[config.mk]
export PLATFORM = sky130hd
export DESIGN_NAME = mbfp_top
export DESIGN_NICKNAME = d
export VERILOG_FILES = /design/src/mbfp_pkg.sv /design/src/mbfp_fifo.sv /design/src/mbfp_runlev.sv /design/src/mbfp_top.sv
export SDC_FILE = /design/constraint.sdc
export NUM_CORES = 2
export LEC_CHECK = 0
export ABC_AREA = 1
export BUFFER_PORTS_ARGS = -buffer_cell sky130_fd_sc_hd__clkbuf_2
export CELL_PAD_IN_SITES_DETAIL_PLACEMENT = 2
export CELL_PAD_IN_SITES_GLOBAL_PLACEMENT = 2
export CORE_ASPECT_RATIO = 1.25
export CORE_UTILIZATION = 42
export CTS_CLUSTER_SIZE = 20
export DETAILED_ROUTE_END_ITERATION = 7
export PLACE_DENSITY = 0.85
export SLEW_MARGIN = 0
export SYNTH_ARGS = -nofsm -noshare
export SYNTH_HDL_FRONTEND = slang
export SYNTH_SLANG_ARGS = --single-unit
[constraint.sdc]
create_clock -name ref_clk_i -period 3.8 [get_ports ref_clk_i]
set_input_delay 0.95 -clock ref_clk_i [delete_from_list [all_inputs] [get_ports ref_clk_i]]
set_output_delay 0.95 -clock ref_clk_i [all_outputs]
set_load 0.01 [all_outputs]
[src/mbfp_pkg.sv]
// Shared constants, carriers and helpers.
package mbfp_pkg;
    // Sample width of every luma and chroma sample.
    localparam int SMP_W = 8;
    // Luma and chroma macroblock edge in samples.
    localparam int MB_LUMA = 16;
    localparam int MB_CHROMA = 8;
    // Only accepted chroma format code, for 4:2:0 material.
    localparam logic [1:0] FMT_420 = 2'h1;
    // FIFO depth and the slack kept ahead of it.
    localparam int FIFO_DEPTH = 32;
    localparam int FIFO_MARGIN = 3;
    // Delimiter pattern of the byte stream.
    localparam logic [31:0] SC_PATTERN = 32'h00000001;
    // Saturation bounds.
    localparam logic signed [17:0] RUN_MAX = 18'sh0003f;
    localparam logic signed [17:0] LEVEL_MAX = 18'sh007ff;
    localparam logic signed [17:0] MV_MAX = 18'sh01fff;
    localparam logic signed [17:0] MV_MIN = -18'sh02000;
    // Field chroma offset in quarter lines.
    localparam logic signed [1:0] VQ_TOP = -2'sh1;
    localparam logic signed [1:0] VQ_BOT = 2'sh1;
    localparam logic signed [1:0] VQ_NONE = 2'sh0;

    // Sample planes in the order the source delivers them.
    typedef enum logic [1:0] {MBFP_PL_Y, MBFP_PL_CB, MBFP_PL_CR} mbfp_plane_t;

    // Per-frame setup, latched at the start of each frame.
    typedef struct packed {
        logic [7:0] width_mb;
        logic [7:0] height_mb;
        logic interlaced;
        logic field_pic;
        logic bottom_sel;
        logic [1:0] chroma_fmt;
        logic [15:0] slice_len;
    } mbfp_cfg_t;

    // One tagged sample as it leaves the block.
    typedef struct packed {
        logic [SMP_W-1:0] sample;
        mbfp_plane_t plane;
        logic [7:0] mb_x;
        logic [7:0] mb_y;
        logic [3:0] col_in_mb;
        logic [1:0] blk8;
        logic field_bot;
        logic same_instant;
        logic signed [1:0] chroma_vq;
    } mbfp_tag_t;

    // One motion vector with both components.
    typedef struct packed {
        logic signed [15:0] h;
        logic signed [15:0] v;
    } mbfp_mv_t;

    // Clamps a value to the range from lo to hi.
    function automatic logic signed [17:0] mbfp_sat(input logic signed [17:0] v,
        input logic signed [17:0] lo, input logic signed [17:0] hi);
        mbfp_sat = (v > hi) ? hi : ((v < lo) ? lo : v);
    endfunction
endpackage

[src/mbfp_fifo.sv]
`timescale 1ns/1ns
// Sample FIFO with a registered head word.
module mbfp_fifo #(
    parameter int W = 8,
    parameter int D = 32
) (
    input wire logic ref_clk_i,
    input wire logic rstn_i,
    input wire logic in_valid_i,
    input wire logic [W-1:0] in_data_i,
    output logic in_ready_o,
    output logic out_valid_o,
    output logic [W-1:0] out_data_o,
    input wire logic out_ready_i,
    output logic [$clog2(D):0] level_o
);
    localparam int AW = $clog2(D);
    localparam logic [AW-1:0] LAST = AW'(D - 1);
    localparam logic [AW:0] FULL = (AW + 1)'(D);

    // Storage array and its pointers.
    logic [W-1:0] mem [D];
    logic [AW-1:0] wr_ptr;
    logic [AW-1:0] rd_ptr;
    // Words in the array, the head register not counted.
    logic [AW:0] count;

    // A word moves to the head when the head is free or being drained.
    wire push = in_valid_i && in_ready_o;
    wire pop = (count != '0) && (!out_valid_o || out_ready_i);
    assign in_ready_o = count != FULL;
    assign level_o = count;

    // The array itself has no reset, only the pointers, count and head register.
    always_ff @(posedge ref_clk_i)
    begin
        if (push)
        begin
            mem[wr_ptr] <= in_data_i;
        end
    end

    // Pointers, count and head register.
    always_ff @(posedge ref_clk_i)
    begin
        if (!rstn_i)
        begin
            wr_ptr <= '0;
            rd_ptr <= '0;
            count <= '0;
            out_valid_o <= 1'b0;
            out_data_o <= '0;
        end
        else
        begin
            if (push)
            begin
                wr_ptr <= (wr_ptr == LAST) ? '0 : wr_ptr + 1'b1;
            end
            if (pop)
            begin
                rd_ptr <= (rd_ptr == LAST) ? '0 : rd_ptr + 1'b1;
                out_data_o <= mem[rd_ptr];
                out_valid_o <= 1'b1;
            end
            else if (out_ready_i)
            begin
                out_valid_o <= 1'b0;
            end
            count <= count + (AW + 1)'(push) - (AW + 1)'(pop);
        end
    end
endmodule

[src/mbfp_runlev.sv]
`timescale 1ns/1ns
// Turns a scan-ordered coefficient stream into saturated run and level pairs.
module mbfp_runlev (
    input wire logic ref_clk_i,
    input wire logic rstn_i,
    input wire logic coef_valid_i,
    input wire logic signed [15:0] coef_i,
    input wire logic coef_last_i,
    output logic rl_valid_o,
    output logic [5:0] run_o,
    output logic [10:0] level_o,
    output logic sign_o
);
    // Zeros seen since the last non-zero coefficient or block end.
    logic [7:0] zeros;

    // Absolute value in a width that also holds the most negative input.
    wire logic signed [17:0] wide = 18'(coef_i);
    wire logic signed [17:0] mag = coef_i[15] ? -wide : wide;
    wire logic signed [17:0] run_sat = mbfp_pkg::mbfp_sat(18'(zeros), '0, mbfp_pkg::RUN_MAX);
    wire logic signed [17:0] lev_sat = mbfp_pkg::mbfp_sat(mag, '0, mbfp_pkg::LEVEL_MAX);
    wire nonzero = coef_valid_i && (coef_i != '0);

    // Counts zeros and emits one pair for each non-zero coefficient.
    always_ff @(posedge ref_clk_i)
    begin
        if (!rstn_i)
        begin
            zeros <= '0;
            rl_valid_o <= 1'b0;
            run_o <= '0;
            level_o <= '0;
            sign_o <= 1'b0;
        end
        else
        begin
            rl_valid_o <= nonzero;
            if (nonzero)
            begin
                run_o <= run_sat[5:0];
                level_o <= lev_sat[10:0];
                sign_o <= coef_i[15];
            end
            // A block end or a non-zero value restarts the zero count.
            if (coef_valid_i && (coef_last_i || nonzero))
            begin
                zeros <= '0;
            end
            else if (coef_valid_i && zeros != 8'hff)
            begin
                zeros <= zeros + 8'h01;
            end
        end
    end
endmodule

[src/mbfp_top.sv]
`timescale 1ns/1ns
// Contract
// Source width and height are multiples of 16.
// Only 4:2:0 chroma material is accepted.
// Progressive and interlaced frames mix per frame.
// Odd frame lines belong to top field.
// Even frame lines belong to bottom field.
// Field pictures keep only the selected field lines.
// Progressive frames preferably coded as frame pictures.
// Progressive frames still expose two same-instant fields.
// Field chroma shifted quarter line up/down.
// Horizontal chroma positions same in frame, field.
// Pictures tile into 16x16 luma macroblocks.
// Slices are runs of consecutive macroblocks.
// Each slice decodes without other slices.
// Motion vector horizontal component precedes vertical.
// Luma 8x8 indices follow raster order 0-3.
// Out-of-range values saturate to range bounds.
// Run counts preceding zeros; level is magnitude.
// Skipped macroblocks advance without taking payload.
// 32-bit start codes are recognised as delimiters.
// Stuffing bytes are discarded from the stream.
// Samples are 8 bits in three planes.
// Macroblock coding order is raster order.
// Synchronous reset clears all counters.
module mbfp_top (
    input wire logic ref_clk_i,
    input wire logic rstn_i,
    input wire logic frame_start_i,
    input wire mbfp_pkg::mbfp_cfg_t cfg_i,
    output logic fmt_err_o,
    input wire logic smp_valid_i,
    input wire logic [mbfp_pkg::SMP_W-1:0] smp_i,
    output logic smp_ready_o,
    output logic frame_done_o,
    output logic out_valid_o,
    output mbfp_pkg::mbfp_tag_t out_o,
    input wire logic out_ready_i,
    input wire logic mb_done_i,
    input wire logic mb_skip_i,
    output logic [7:0] mb_x_o,
    output logic [7:0] mb_y_o,
    output logic [15:0] slice_id_o,
    output logic slice_first_o,
    output logic payload_take_o,
    output logic pic_end_o,
    input wire logic mv_valid_i,
    input wire mbfp_pkg::mbfp_mv_t mv_i,
    output logic mv_ready_o,
    output logic mv_comp_valid_o,
    output logic signed [15:0] mv_comp_o,
    output logic mv_is_vert_o,
    input wire logic byte_valid_i,
    input wire logic [7:0] byte_i,
    input wire logic stuff_i,
    output logic byte_valid_o,
    output logic [7:0] byte_o,
    output logic start_code_o,
    input wire logic coef_valid_i,
    input wire logic signed [15:0] coef_i,
    input wire logic coef_last_i,
    output logic rl_valid_o,
    output logic [5:0] run_o,
    output logic [10:0] level_o,
    output logic sign_o
);
    localparam int TW = $bits(mbfp_pkg::mbfp_tag_t);
    localparam int LW = $clog2(mbfp_pkg::FIFO_DEPTH) + 1;
    localparam logic [LW-1:0] READY_LVL = LW'(mbfp_pkg::FIFO_DEPTH - mbfp_pkg::FIFO_MARGIN);
    // Setup of the frame in progress.
    mbfp_pkg::mbfp_cfg_t cfg;
    // Raster position of the next sample.
    logic [11:0] col;
    logic [11:0] row;
    mbfp_pkg::mbfp_plane_t plane;
    // Tagging stage in front of the FIFO.
    logic tag_valid;
    mbfp_pkg::mbfp_tag_t tag;
    logic [LW-1:0] fifo_level;
    logic [TW-1:0] fifo_out;
    // Plane size in samples; chroma is half both ways.
    wire is_luma = plane == mbfp_pkg::MBFP_PL_Y;
    wire [11:0] plane_w = is_luma ? {cfg.width_mb, 4'h0} : {1'b0, cfg.width_mb, 3'h0};
    wire [11:0] plane_h = is_luma ? {cfg.height_mb, 4'h0} : {1'b0, cfg.height_mb, 3'h0};
    wire last_col = col == plane_w - 12'h001;
    wire last_row = row == plane_h - 12'h001;
    wire accept = smp_valid_i && smp_ready_o;
    // Row zero is line one, so an odd row index is a bottom-field line.
    wire line_bot = row[0];
    wire keep = !fmt_err_o && (!cfg.field_pic || line_bot == cfg.bottom_sel);
    wire [11:0] pic_row = cfg.field_pic ? {1'b0, row[11:1]} : row;
    // Macroblock coordinates and in-block column of the sample.
    wire [7:0] tag_mb_x = is_luma ? col[11:4] : col[10:3];
    wire [7:0] tag_mb_y = is_luma ? pic_row[11:4] : pic_row[10:3];
    wire [3:0] tag_col = is_luma ? col[3:0] : {1'b0, col[2:0]};
    wire [1:0] tag_blk = is_luma ? {pic_row[3], col[3]} : 2'h0;
    wire chroma_field = cfg.field_pic && !is_luma;
    wire logic signed [1:0] tag_vq = !chroma_field ? mbfp_pkg::VQ_NONE :
        (cfg.bottom_sel ? mbfp_pkg::VQ_BOT : mbfp_pkg::VQ_TOP);
    wire frame_end = accept && last_col && last_row && plane == mbfp_pkg::MBFP_PL_CR;
    // Latches the setup per frame, so each frame may change scan type.
    always_ff @(posedge ref_clk_i)
    begin
        if (!rstn_i)
        begin
            cfg <= '0;
            fmt_err_o <= 1'b0;
        end
        else if (frame_start_i)
        begin
            cfg <= cfg_i;
            fmt_err_o <= cfg_i.chroma_fmt != mbfp_pkg::FMT_420;
        end
    end
    // Walks columns, rows and planes of the source raster.
    always_ff @(posedge ref_clk_i)
    begin
        if (!rstn_i || frame_start_i)
        begin
            col <= '0;
            row <= '0;
            plane <= mbfp_pkg::MBFP_PL_Y;
        end
        else if (accept)
        begin
            col <= last_col ? 12'h000 : col + 12'h001;
            if (last_col)
            begin
                row <= last_row ? 12'h000 : row + 12'h001;
            end
            if (last_col && last_row)
            begin
                case (plane)
                    mbfp_pkg::MBFP_PL_Y: plane <= mbfp_pkg::MBFP_PL_CB;
                    mbfp_pkg::MBFP_PL_CB: plane <= mbfp_pkg::MBFP_PL_CR;
                    default: plane <= mbfp_pkg::MBFP_PL_Y;
                endcase
            end
        end
    end
    // Tags kept samples; lines of the other field are dropped here.
    always_ff @(posedge ref_clk_i)
    begin
        if (!rstn_i)
        begin
            tag_valid <= 1'b0;
            tag <= '0;
            smp_ready_o <= 1'b0;
            frame_done_o <= 1'b0;
        end
        else
        begin
            tag_valid <= accept && keep;
            if (accept)
            begin
                tag <= '{smp_i, plane, tag_mb_x, tag_mb_y, tag_col, tag_blk,
                    line_bot, !cfg.interlaced, tag_vq};
            end
            // Slack covers the sample in flight and the level lag.
            smp_ready_o <= fifo_level < READY_LVL;
            frame_done_o <= frame_end;
        end
    end
    // Buffer between the tagging stage and the coding datapath.
    mbfp_fifo #(
        .W(TW),
        .D(mbfp_pkg::FIFO_DEPTH)
    ) u_fifo (
        .ref_clk_i(ref_clk_i),
        .rstn_i(rstn_i),
        .in_valid_i(tag_valid),
        .in_data_i(tag),
        .in_ready_o(),
        .out_valid_o(out_valid_o),
        .out_data_o(fifo_out),
        .out_ready_i(out_ready_i),
        .level_o(fifo_level)
    );
    assign out_o = mbfp_pkg::mbfp_tag_t'(fifo_out);
    // Coding-order sequencer: raster macroblocks grouped into slices.
    logic [15:0] slice_cnt;
    wire last_mb_x = mb_x_o == cfg.width_mb - 8'h01;
    wire last_mb_y = mb_y_o == cfg.height_mb - 8'h01;
    wire slice_full = slice_cnt + 16'h0001 == cfg.slice_len;
    // Advances one macroblock per completion.
    always_ff @(posedge ref_clk_i)
    begin
        if (!rstn_i || frame_start_i)
        begin
            mb_x_o <= '0;
            mb_y_o <= '0;
            slice_cnt <= '0;
            slice_id_o <= '0;
            slice_first_o <= 1'b1;
            payload_take_o <= 1'b0;
            pic_end_o <= 1'b0;
        end
        else
        begin
            payload_take_o <= mb_done_i && !mb_skip_i;
            pic_end_o <= mb_done_i && last_mb_x && last_mb_y;
            if (mb_done_i)
            begin
                mb_x_o <= last_mb_x ? 8'h00 : mb_x_o + 8'h01;
                if (last_mb_x)
                begin
                    mb_y_o <= last_mb_y ? 8'h00 : mb_y_o + 8'h01;
                end
                // A new slice is flagged on slice_first_o for the datapath.
                slice_cnt <= slice_full ? 16'h0000 : slice_cnt + 16'h0001;
                slice_id_o <= slice_full ? slice_id_o + 16'h0001 : slice_id_o;
                slice_first_o <= slice_full;
            end
        end
    end
    // Motion vector serialiser states.
    typedef enum logic {MBFP_MV_IDLE, MBFP_MV_VERT} mbfp_mv_st_t;
    mbfp_mv_st_t mv_st;
    logic signed [15:0] mv_vert;
    wire mv_take = mv_valid_i && mv_ready_o;
    wire logic signed [17:0] mv_h_sat = mbfp_pkg::mbfp_sat(18'(mv_i.h), mbfp_pkg::MV_MIN,
        mbfp_pkg::MV_MAX);
    wire logic signed [17:0] mv_v_sat = mbfp_pkg::mbfp_sat(18'(mv_i.v), mbfp_pkg::MV_MIN,
        mbfp_pkg::MV_MAX);
    // Sends the horizontal component, then the vertical one.
    always_ff @(posedge ref_clk_i)
    begin
        if (!rstn_i)
        begin
            mv_st <= MBFP_MV_IDLE;
            mv_vert <= '0;
            mv_ready_o <= 1'b0;
            mv_comp_valid_o <= 1'b0;
            mv_comp_o <= '0;
            mv_is_vert_o <= 1'b0;
        end
        else
        begin
            mv_ready_o <= !(mv_st == MBFP_MV_IDLE && mv_take);
            case (mv_st)
                MBFP_MV_IDLE:
                begin
                    mv_comp_valid_o <= mv_take;
                    mv_is_vert_o <= 1'b0;
                    if (mv_take)
                    begin
                        mv_comp_o <= mv_h_sat[15:0];
                        mv_vert <= mv_v_sat[15:0];
                        mv_st <= MBFP_MV_VERT;
                    end
                end
                default:
                begin
                    mv_comp_valid_o <= 1'b1;
                    mv_comp_o <= mv_vert;
                    mv_is_vert_o <= 1'b1;
                    mv_st <= MBFP_MV_IDLE;
                end
            endcase
        end
    end
    // Last three payload bytes, for delimiter search.
    logic [23:0] hist;
    wire byte_keep = byte_valid_i && !stuff_i;
    // Forwards bytes and flags delimiters.
    always_ff @(posedge ref_clk_i)
    begin
        if (!rstn_i)
        begin
            hist <= 24'hffffff;
            byte_valid_o <= 1'b0;
            byte_o <= '0;
            start_code_o <= 1'b0;
        end
        else
        begin
            byte_valid_o <= byte_keep;
            start_code_o <= byte_keep && {hist, byte_i} == mbfp_pkg::SC_PATTERN;
            if (byte_keep)
            begin
                hist <= {hist[15:0], byte_i};
                byte_o <= byte_i;
            end
        end
    end
    // Run and level conversion of the residual coefficients.
    mbfp_runlev u_runlev (
        .ref_clk_i(ref_clk_i),
        .rstn_i(rstn_i),
        .coef_valid_i(coef_valid_i),
        .coef_i(coef_i),
        .coef_last_i(coef_last_i),
        .rl_valid_o(rl_valid_o),
        .run_o(run_o),
        .level_o(level_o),
        .sign_o(sign_o)
    );
endmodule

### Yosys cells after proc, flatten, opt, wreduce, memory -nomap -nowiden

Memory sizes are Yosys's and may differ from the RTL's. A register that Yosys moved wholly into a read port is not among the register bits.
Cells that the tools add are included.

* flip-flop bits (word level): 266
* RAM bits: 1152
* output and inout bits: 123
* logic and storage cells: 169
* memories kept: 1

Memory list
* u_fifo.mem: words 32, bits a word 36, read ports 1, clocked after memory_dff 1, wr ports 1, RTL line mbfp_fifo.sv:22 `logic [W-1:0] mem [D];`

* add/sub/neg operators: 16
* magnitude comparators: 8
* equality and inequality tests: 14
* multiplexer cells: 34
* bitwise gates (word level): 2
* reductions and logical operators: 46

Operators with widths (count)
* $mux 16: 7
* $mux 12: 5
* $add 16x1->16 const B: 2
* $eq 32x1->1 const B: 1
* $gt 16x14->1 const B: 2
* $lt 16x14->1 const B: 2
* $mux 8: 4
* $add 12x1->12 const B: 2
* $add 8x1->8 const B: 3
* $eq 12x12->1: 2
* $sub 12x1->12 const B: 2
* $mux 11: 2
* $logic_and 1x1->1: 20
* $gt 18x12->1 const B: 1
* $lt 18x1->1 const B: 1
* $mux 18: 1
* $neg 16->18: 1
* $eq 16x16->1: 1
* $eq 8x8->1: 2
* $reduce_bool 16->1: 1
* $sub 8x1->8 const B: 2
* $add 5x1->5 const B: 2
* $eq 5x5->1 const B: 2
* $logic_not 1->1: 10
* 23 further kinds: 42

### Longest topological paths before layout

* depth in word-level cells: 7
* gate-level depth with buffers: 20
* depth with buffers taken out: 18

### By module

From an unflattened synthesis, not the netlist that was laid out.

* cell total of the unflattened synthesis: 6219
* area, all modules: 62085.8 um^2

By module, submodules not included
* mbfp_fifo: times used 1, cells an instance 4308, area each 48946.9 um^2
* mbfp_top: times used 1, cells an instance 1668, area each 11461.0 um^2
* mbfp_runlev: times used 1, cells an instance 243, area each 1677.9 um^2

### Least setup slack after synthesis

Ideal clock, no wire load.

* kind: input port to flip-flop
* start point: in out_ready_i
* end point: reg u_fifo.count[4], in the netlist u_fifo.level_o[4]
* setup time: 0.119 ns
* arrival: 3.180 ns
* data required time: 3.681 ns
* setup slack: 0.501 ns
* cell stages on the path: 17
* cells stage by stage: inv_1 nand2_1 nand2_1 inv_1 clkbuf_1 buf_1 ha_1 inv_1 ha_1 inv_1 fa_1 nor2_1 nor2_1 nor2_1 nor2_1 o21ai_0 a21oi_1

* cells in the longest elaborated chain, start to end: 3

Ends and longest elaborated chain
* from (decl): RTL line mbfp_top.sv:38 `input wire logic out_ready_i,`
* $logic_or 1x1->1: RTL line mbfp_fifo.sv:30 `wire pop = (count != '0) && (!out_valid_o || out_ready_i);`
* $logic_and 1x1->1: RTL line mbfp_fifo.sv:30
* net u_fifo.pop: RTL line mbfp_fifo.sv:30
* $sub 6x1->6: RTL line mbfp_fifo.sv:70 `count <= count + (AW + 1)'(push) - (AW + 1)'(pop);`
* to (signal assigned): RTL line mbfp_fifo.sv:70
* to (decl): RTL line mbfp_fifo.sv:26 `logic [AW:0] count;`

The timed path passes the listed nets, and every way through them passes these cells.
A chain may end at the register's enable or synchronous reset.

### Final worst setup path

* start point: reg u_fifo.count[2], in the netlist u_fifo.level_o[2]
* end point: mem u_fifo.mem[3][23] (netlist bit), enable pin

* cells in the longest elaborated chain, start to end: 4

Ends and longest elaborated chain
* $ne 6x6->1: RTL line mbfp_fifo.sv:31 `assign in_ready_o = count != FULL;`
* $logic_and 1x1->1: RTL line mbfp_fifo.sv:29 `wire push = in_valid_i && in_ready_o;`
* net u_fifo.push: RTL line mbfp_fifo.sv:29
* $mux 1: RTL line mbfp_fifo.sv:37 `if (push)`
* $mux 1 (implied by the code): RTL line mbfp_fifo.sv:39 `mem[wr_ptr] <= in_data_i;`
* to (decl): RTL line mbfp_fifo.sv:22

The timed path passes the listed nets, and every way through them passes these cells.

==> results.toml <==
[timing]
setup_ws_ps = 430
clock-skew-final_ps = 34.4
hold_slack_ps = 324
setup_viol = 0
fin_crit_sh_pct = 88.7
maxSlewViolCount = 34
worst_pin_slew_ps = 1510
hold_viol_final = 0
rsz0062_at_grt = "false"
tns_ps = 0
max_slew_margin_pct = -0.784
clock.fmax_mhz = 297
min_period_ps = 3370

[setup_path]
path_depth = 8
r2r_end = "u_fifo.mem[3][23]"
crit_required_ps = 4300
critPathKind = "reg2reg"
cp-startpoint = "u_fifo.level_o[2]"
end_kind = "register"
critPathSlowestCell = "nor2_4"
cp_common_cell = "nand2_1"
crit_end = "u_fifo.mem[3][23]"
reg2reg_from = "u_fifo.level_o[2]"
crit_path_max_incr_delay_ps = 810
crit_chain = "inv_1, ha_1, nand3_1, nand2_1, clkinv_1, nand2_1, nor2_4, buf_12"
critPathMaxFanout = 14
cp.arrival_ps = 3870
reg2reg_depth = 8
rrSetupSlack_ps = 430
cp_num_buf_inv = 3
crit_path_start_kind = "register"
cp_top_family = "simple AND/OR/NAND/NOR gates"

[global_routing]
antenna_found_initial = 11
grt_overflow = 0
use_met3_pct = 5.75
grt_use_met2_pct = 60.8
grt_pass1_wl_um = 360000
grt_max_degree = 154
grt_usage_pct = 35.1
grt.met1_usage_pct = 40.9
grt_pass1_vias = 51438
grt.busiest_layer = "met2"

[synth]
synth_mux_area_share_pct = 0
synth_compound_area_share_pct = 12.4
yosys.area_share.simple_pct = 13.9
syn_area_per_cell_um2 = 11.0
yosys_warnings = 0
synthesis.area_mm2 = 0.0586
syn_nets = 5490
post_synth_xor_area_fraction_pct = 1.33
postSynthCellCount = 5344
synthArstFlopShare_pct = 0
synthAdderAreaFrac_pct = 0.718
synthFlopType = "edfxtp_1"
synth-edff-count = 1120
synth-seq-area-share_pct = 67.7
synth_top_family_by_area = "simple AND/OR/NAND/NOR gates"
ys_ff_latch = 1420
synth.distinct_cells = 50

[pwr]
peakVddDrop_mv = 0.499
leakage_nw = 24.0
powerDensity_mw_per_mm2 = 639

[placed_design]
pre_cts_ws_ps = 331
dpl-instance-area_mm2 = 0.0623
io_buffers = 235
gp_congestion = 0.803
hpwl_um = 136000

[clocking]
clock-sinks = 1420
numCtsBuffers = 146
cts_resized = 0
worstSkewPairLatency_ps = 820
ctsHoldBuffers = 0
clock_path_buffers = 3
path_clk_slew_ps = 70
postCtsSetupRepairBufs = 0
tritoncts = "yes"
cts-root-buf = "clkbuf_16"
htreeDepth = 4

[final_layout]
multi_input_area_mm2 = 0.0169
finalInstanceArea_mm2 = 0.0670
fin_nets = 5662
drive_above_1_share_pct = 12.1
utilization_pct = 48.6
seq_area_mm2 = 0.0397
fillers = 13683
syn_to_final_growth_pct = 14.3

[floorplan]
die_y_um = 420
start_util_pct = 42.5
std_cell_rows = 152
fp.coreArea_mm2 = 0.138
ioPinCount = 236
die_area_mm2 = 0.141
die_w_um = 336

[routing]
wl_per_cell_um = 33.3
drc = 0
vias = 47505
via_per_inst = 6.35
ant_nets = 0
first_iter_violations = 5001
routed_wl_um = 249000
first_pass_iters = 5

[flow_run]
drv_cap = 1

[status]
violations = "max-capacitance violations, max-slew violations"
status = "finished, violations left"

[worst_hold_path]
hp-class = "in2reg"
-- flip-flops by register name, indices dropped and copies added, names as in the netlist, 2 cells and up --
register and flops:
slice_id_o 16, u_fifo.rd_ptr 5, tag 35, u_fifo.wr_ptr 5
mv_comp_o 16, u_runlev.run_o 6, cfg 35, byte_o 8
mb_y_o 8, slice_cnt 16, u_fifo.out_data_o 35, u_fifo.mem 1120
mv_vert 16, u_runlev.zeros 8, u_fifo.level_o 6, plane 2
row 12, mb_x_o 8, col 12, hist 24
u_runlev.level_o 11
-- where the power goes --
part           internal, mW  total (mW)  leakage [nW]  switching [mW]
clock network          8.16        14.9          2.30            6.78
registers              17.2        17.8          12.9           0.662
logic                  2.66        9.98          8.80            7.33
-- cell usage after synthesis, types with 2 or more instances --
library cell,n,share of area [%]
nand3_1,297,2.5
inv_2,12,0.077
nor4_1,7,0.075
buf_4,2,0.026
nor3b_1,3,0.038
and2_1,2,0.021
a32o_1,60,1.0
nand2_1,839,5.4
xnor2_1,23,0.34
o221ai_1,11,0.16
a221oi_1,6,0.090
inv_1,251,1.6
o21bai_1,2,0.026
nand3b_1,9,0.12
clkbuf_1,276,1.8
a21oi_1,195,1.7
o21ai_0,585,5.0
o31ai_1,3,0.038
o211ai_1,66,0.85
nor3_1,26,0.22
buf_2,16,0.14
nor2_1,691,4.4
and3_1,2,0.021
dfxtp_1,300,10
nand4_1,45,0.48
buf_1,33,0.21
clkinv_1,7,0.045
buf_6,6,0.12
o21ai_1,6,0.051
nor2_2,9,0.096
o22ai_1,210,2.2
ha_1,32,0.68
a31oi_1,25,0.27
nand2_2,11,0.12
edfxtp_1,1120,57
nand3_2,4,0.068
or2_2,8,0.085
a211oi_1,3,0.038
xor2_1,66,0.99
o2111ai_1,61,0.91
nor2_4,5,0.096
-- kinds of logic (layout without fill, tap and decap cells) --
| logic type | Yosys count | count (layout) |
|---|---|---|
| flops | 1420 | 1420 |
| fa+ha+maj | 33 | 33 |
| other cells | 0 | 1 |
| xor+xnor | 89 | 89 |
| simple gates | 1965 | 1965 |
| buf+inv | 603 | 895 |
| compound gates | 1234 | 1234 |
-- placed cells by master (no fill, tap or decap), types with 8 or more instances in the layout --
master and instances:
o211ai_1 66, o22ai_1 210, clkinv_2 28, xor2_1 66, nand4_1 45, dfxtp_1 289
clkbuf_8 15, nor2_1 658, nor2_4 37, clkbuf_2 234, nor2_2 10, clkinv_1 23
nand3_1 297, buf_12 24, xnor2_1 23, nand2_2 12, ha_1 32, a32o_1 60
inv_2 13, o21ai_0 585, nand3b_1 9, inv_1 248, edfxtp_1 1120, nor3_1 26
clkbuf_1 33, or2_2 8, o221ai_1 11, a31oi_1 25, a21oi_1 195, nand2_1 837
bufinv_16 8, clkbuf_16 151, o2111ai_1 61, buf_4 98
-- worst min path at each step --
| stage | end | start | depth (start not counted) | slack [ps] |
|---|---|---|---|---|
| 2_1_floorplan | tag[2] | cfg[20] | 1 | 400 |
| 3_3_place_gp | mv_vert[5] | mv_vert[5] | 2 | 440 |
| 3_5_place_dp | mv_vert[15] | mv_vert[15] | 2 | 460 |
| 4_1_cts | payload_take_o | mb_skip_i | 2 | 290 |
| 5_1_grt | payload_take_o | mb_skip_i | 2 | 310 |
| 6_report | payload_take_o | mb_skip_i | 2 | 320 |
-- metrics by stage --
stage / cells / power [mW]
after global routing: 7484 / 43.8
after floorplan: 5344 / 23.5
after CTS: 7484 / 42.6
after global placement: 7216 / 26.3
after detailed placement: 7216 / 27.3
final: 7485 / 42.8
-- area by class of cell --
cell class                      instances  area share, %
Clock inverter                         69          0.873
Timing Repair Buffer                  357           3.58
Antenna cell                            1        0.00374
Tap cell                             1848           3.45
Multi-Input combinational cell       3321           25.2
Inverter                              270           1.54
Clock buffer                          199           6.14
Sequential cell                      1420           59.2
-- worst reg2reg max path, delay by kind of cell (launching register included) --
kind          cells  cell delay, ps
fa+ha+maj         1             260
flops             1             390
simple gates      4            1770
buf+inv           3             610
-- per-layer routing --
metal / share of wire (%) / vias up
met3: 7.4 / 889
met1: 36 / 24425
met5: 0.013 / -
met2: 50 / 2744
li1: - / 19443
met4: 6.7 / 4
No activity file was read; power rests on OpenSTA's default activity.
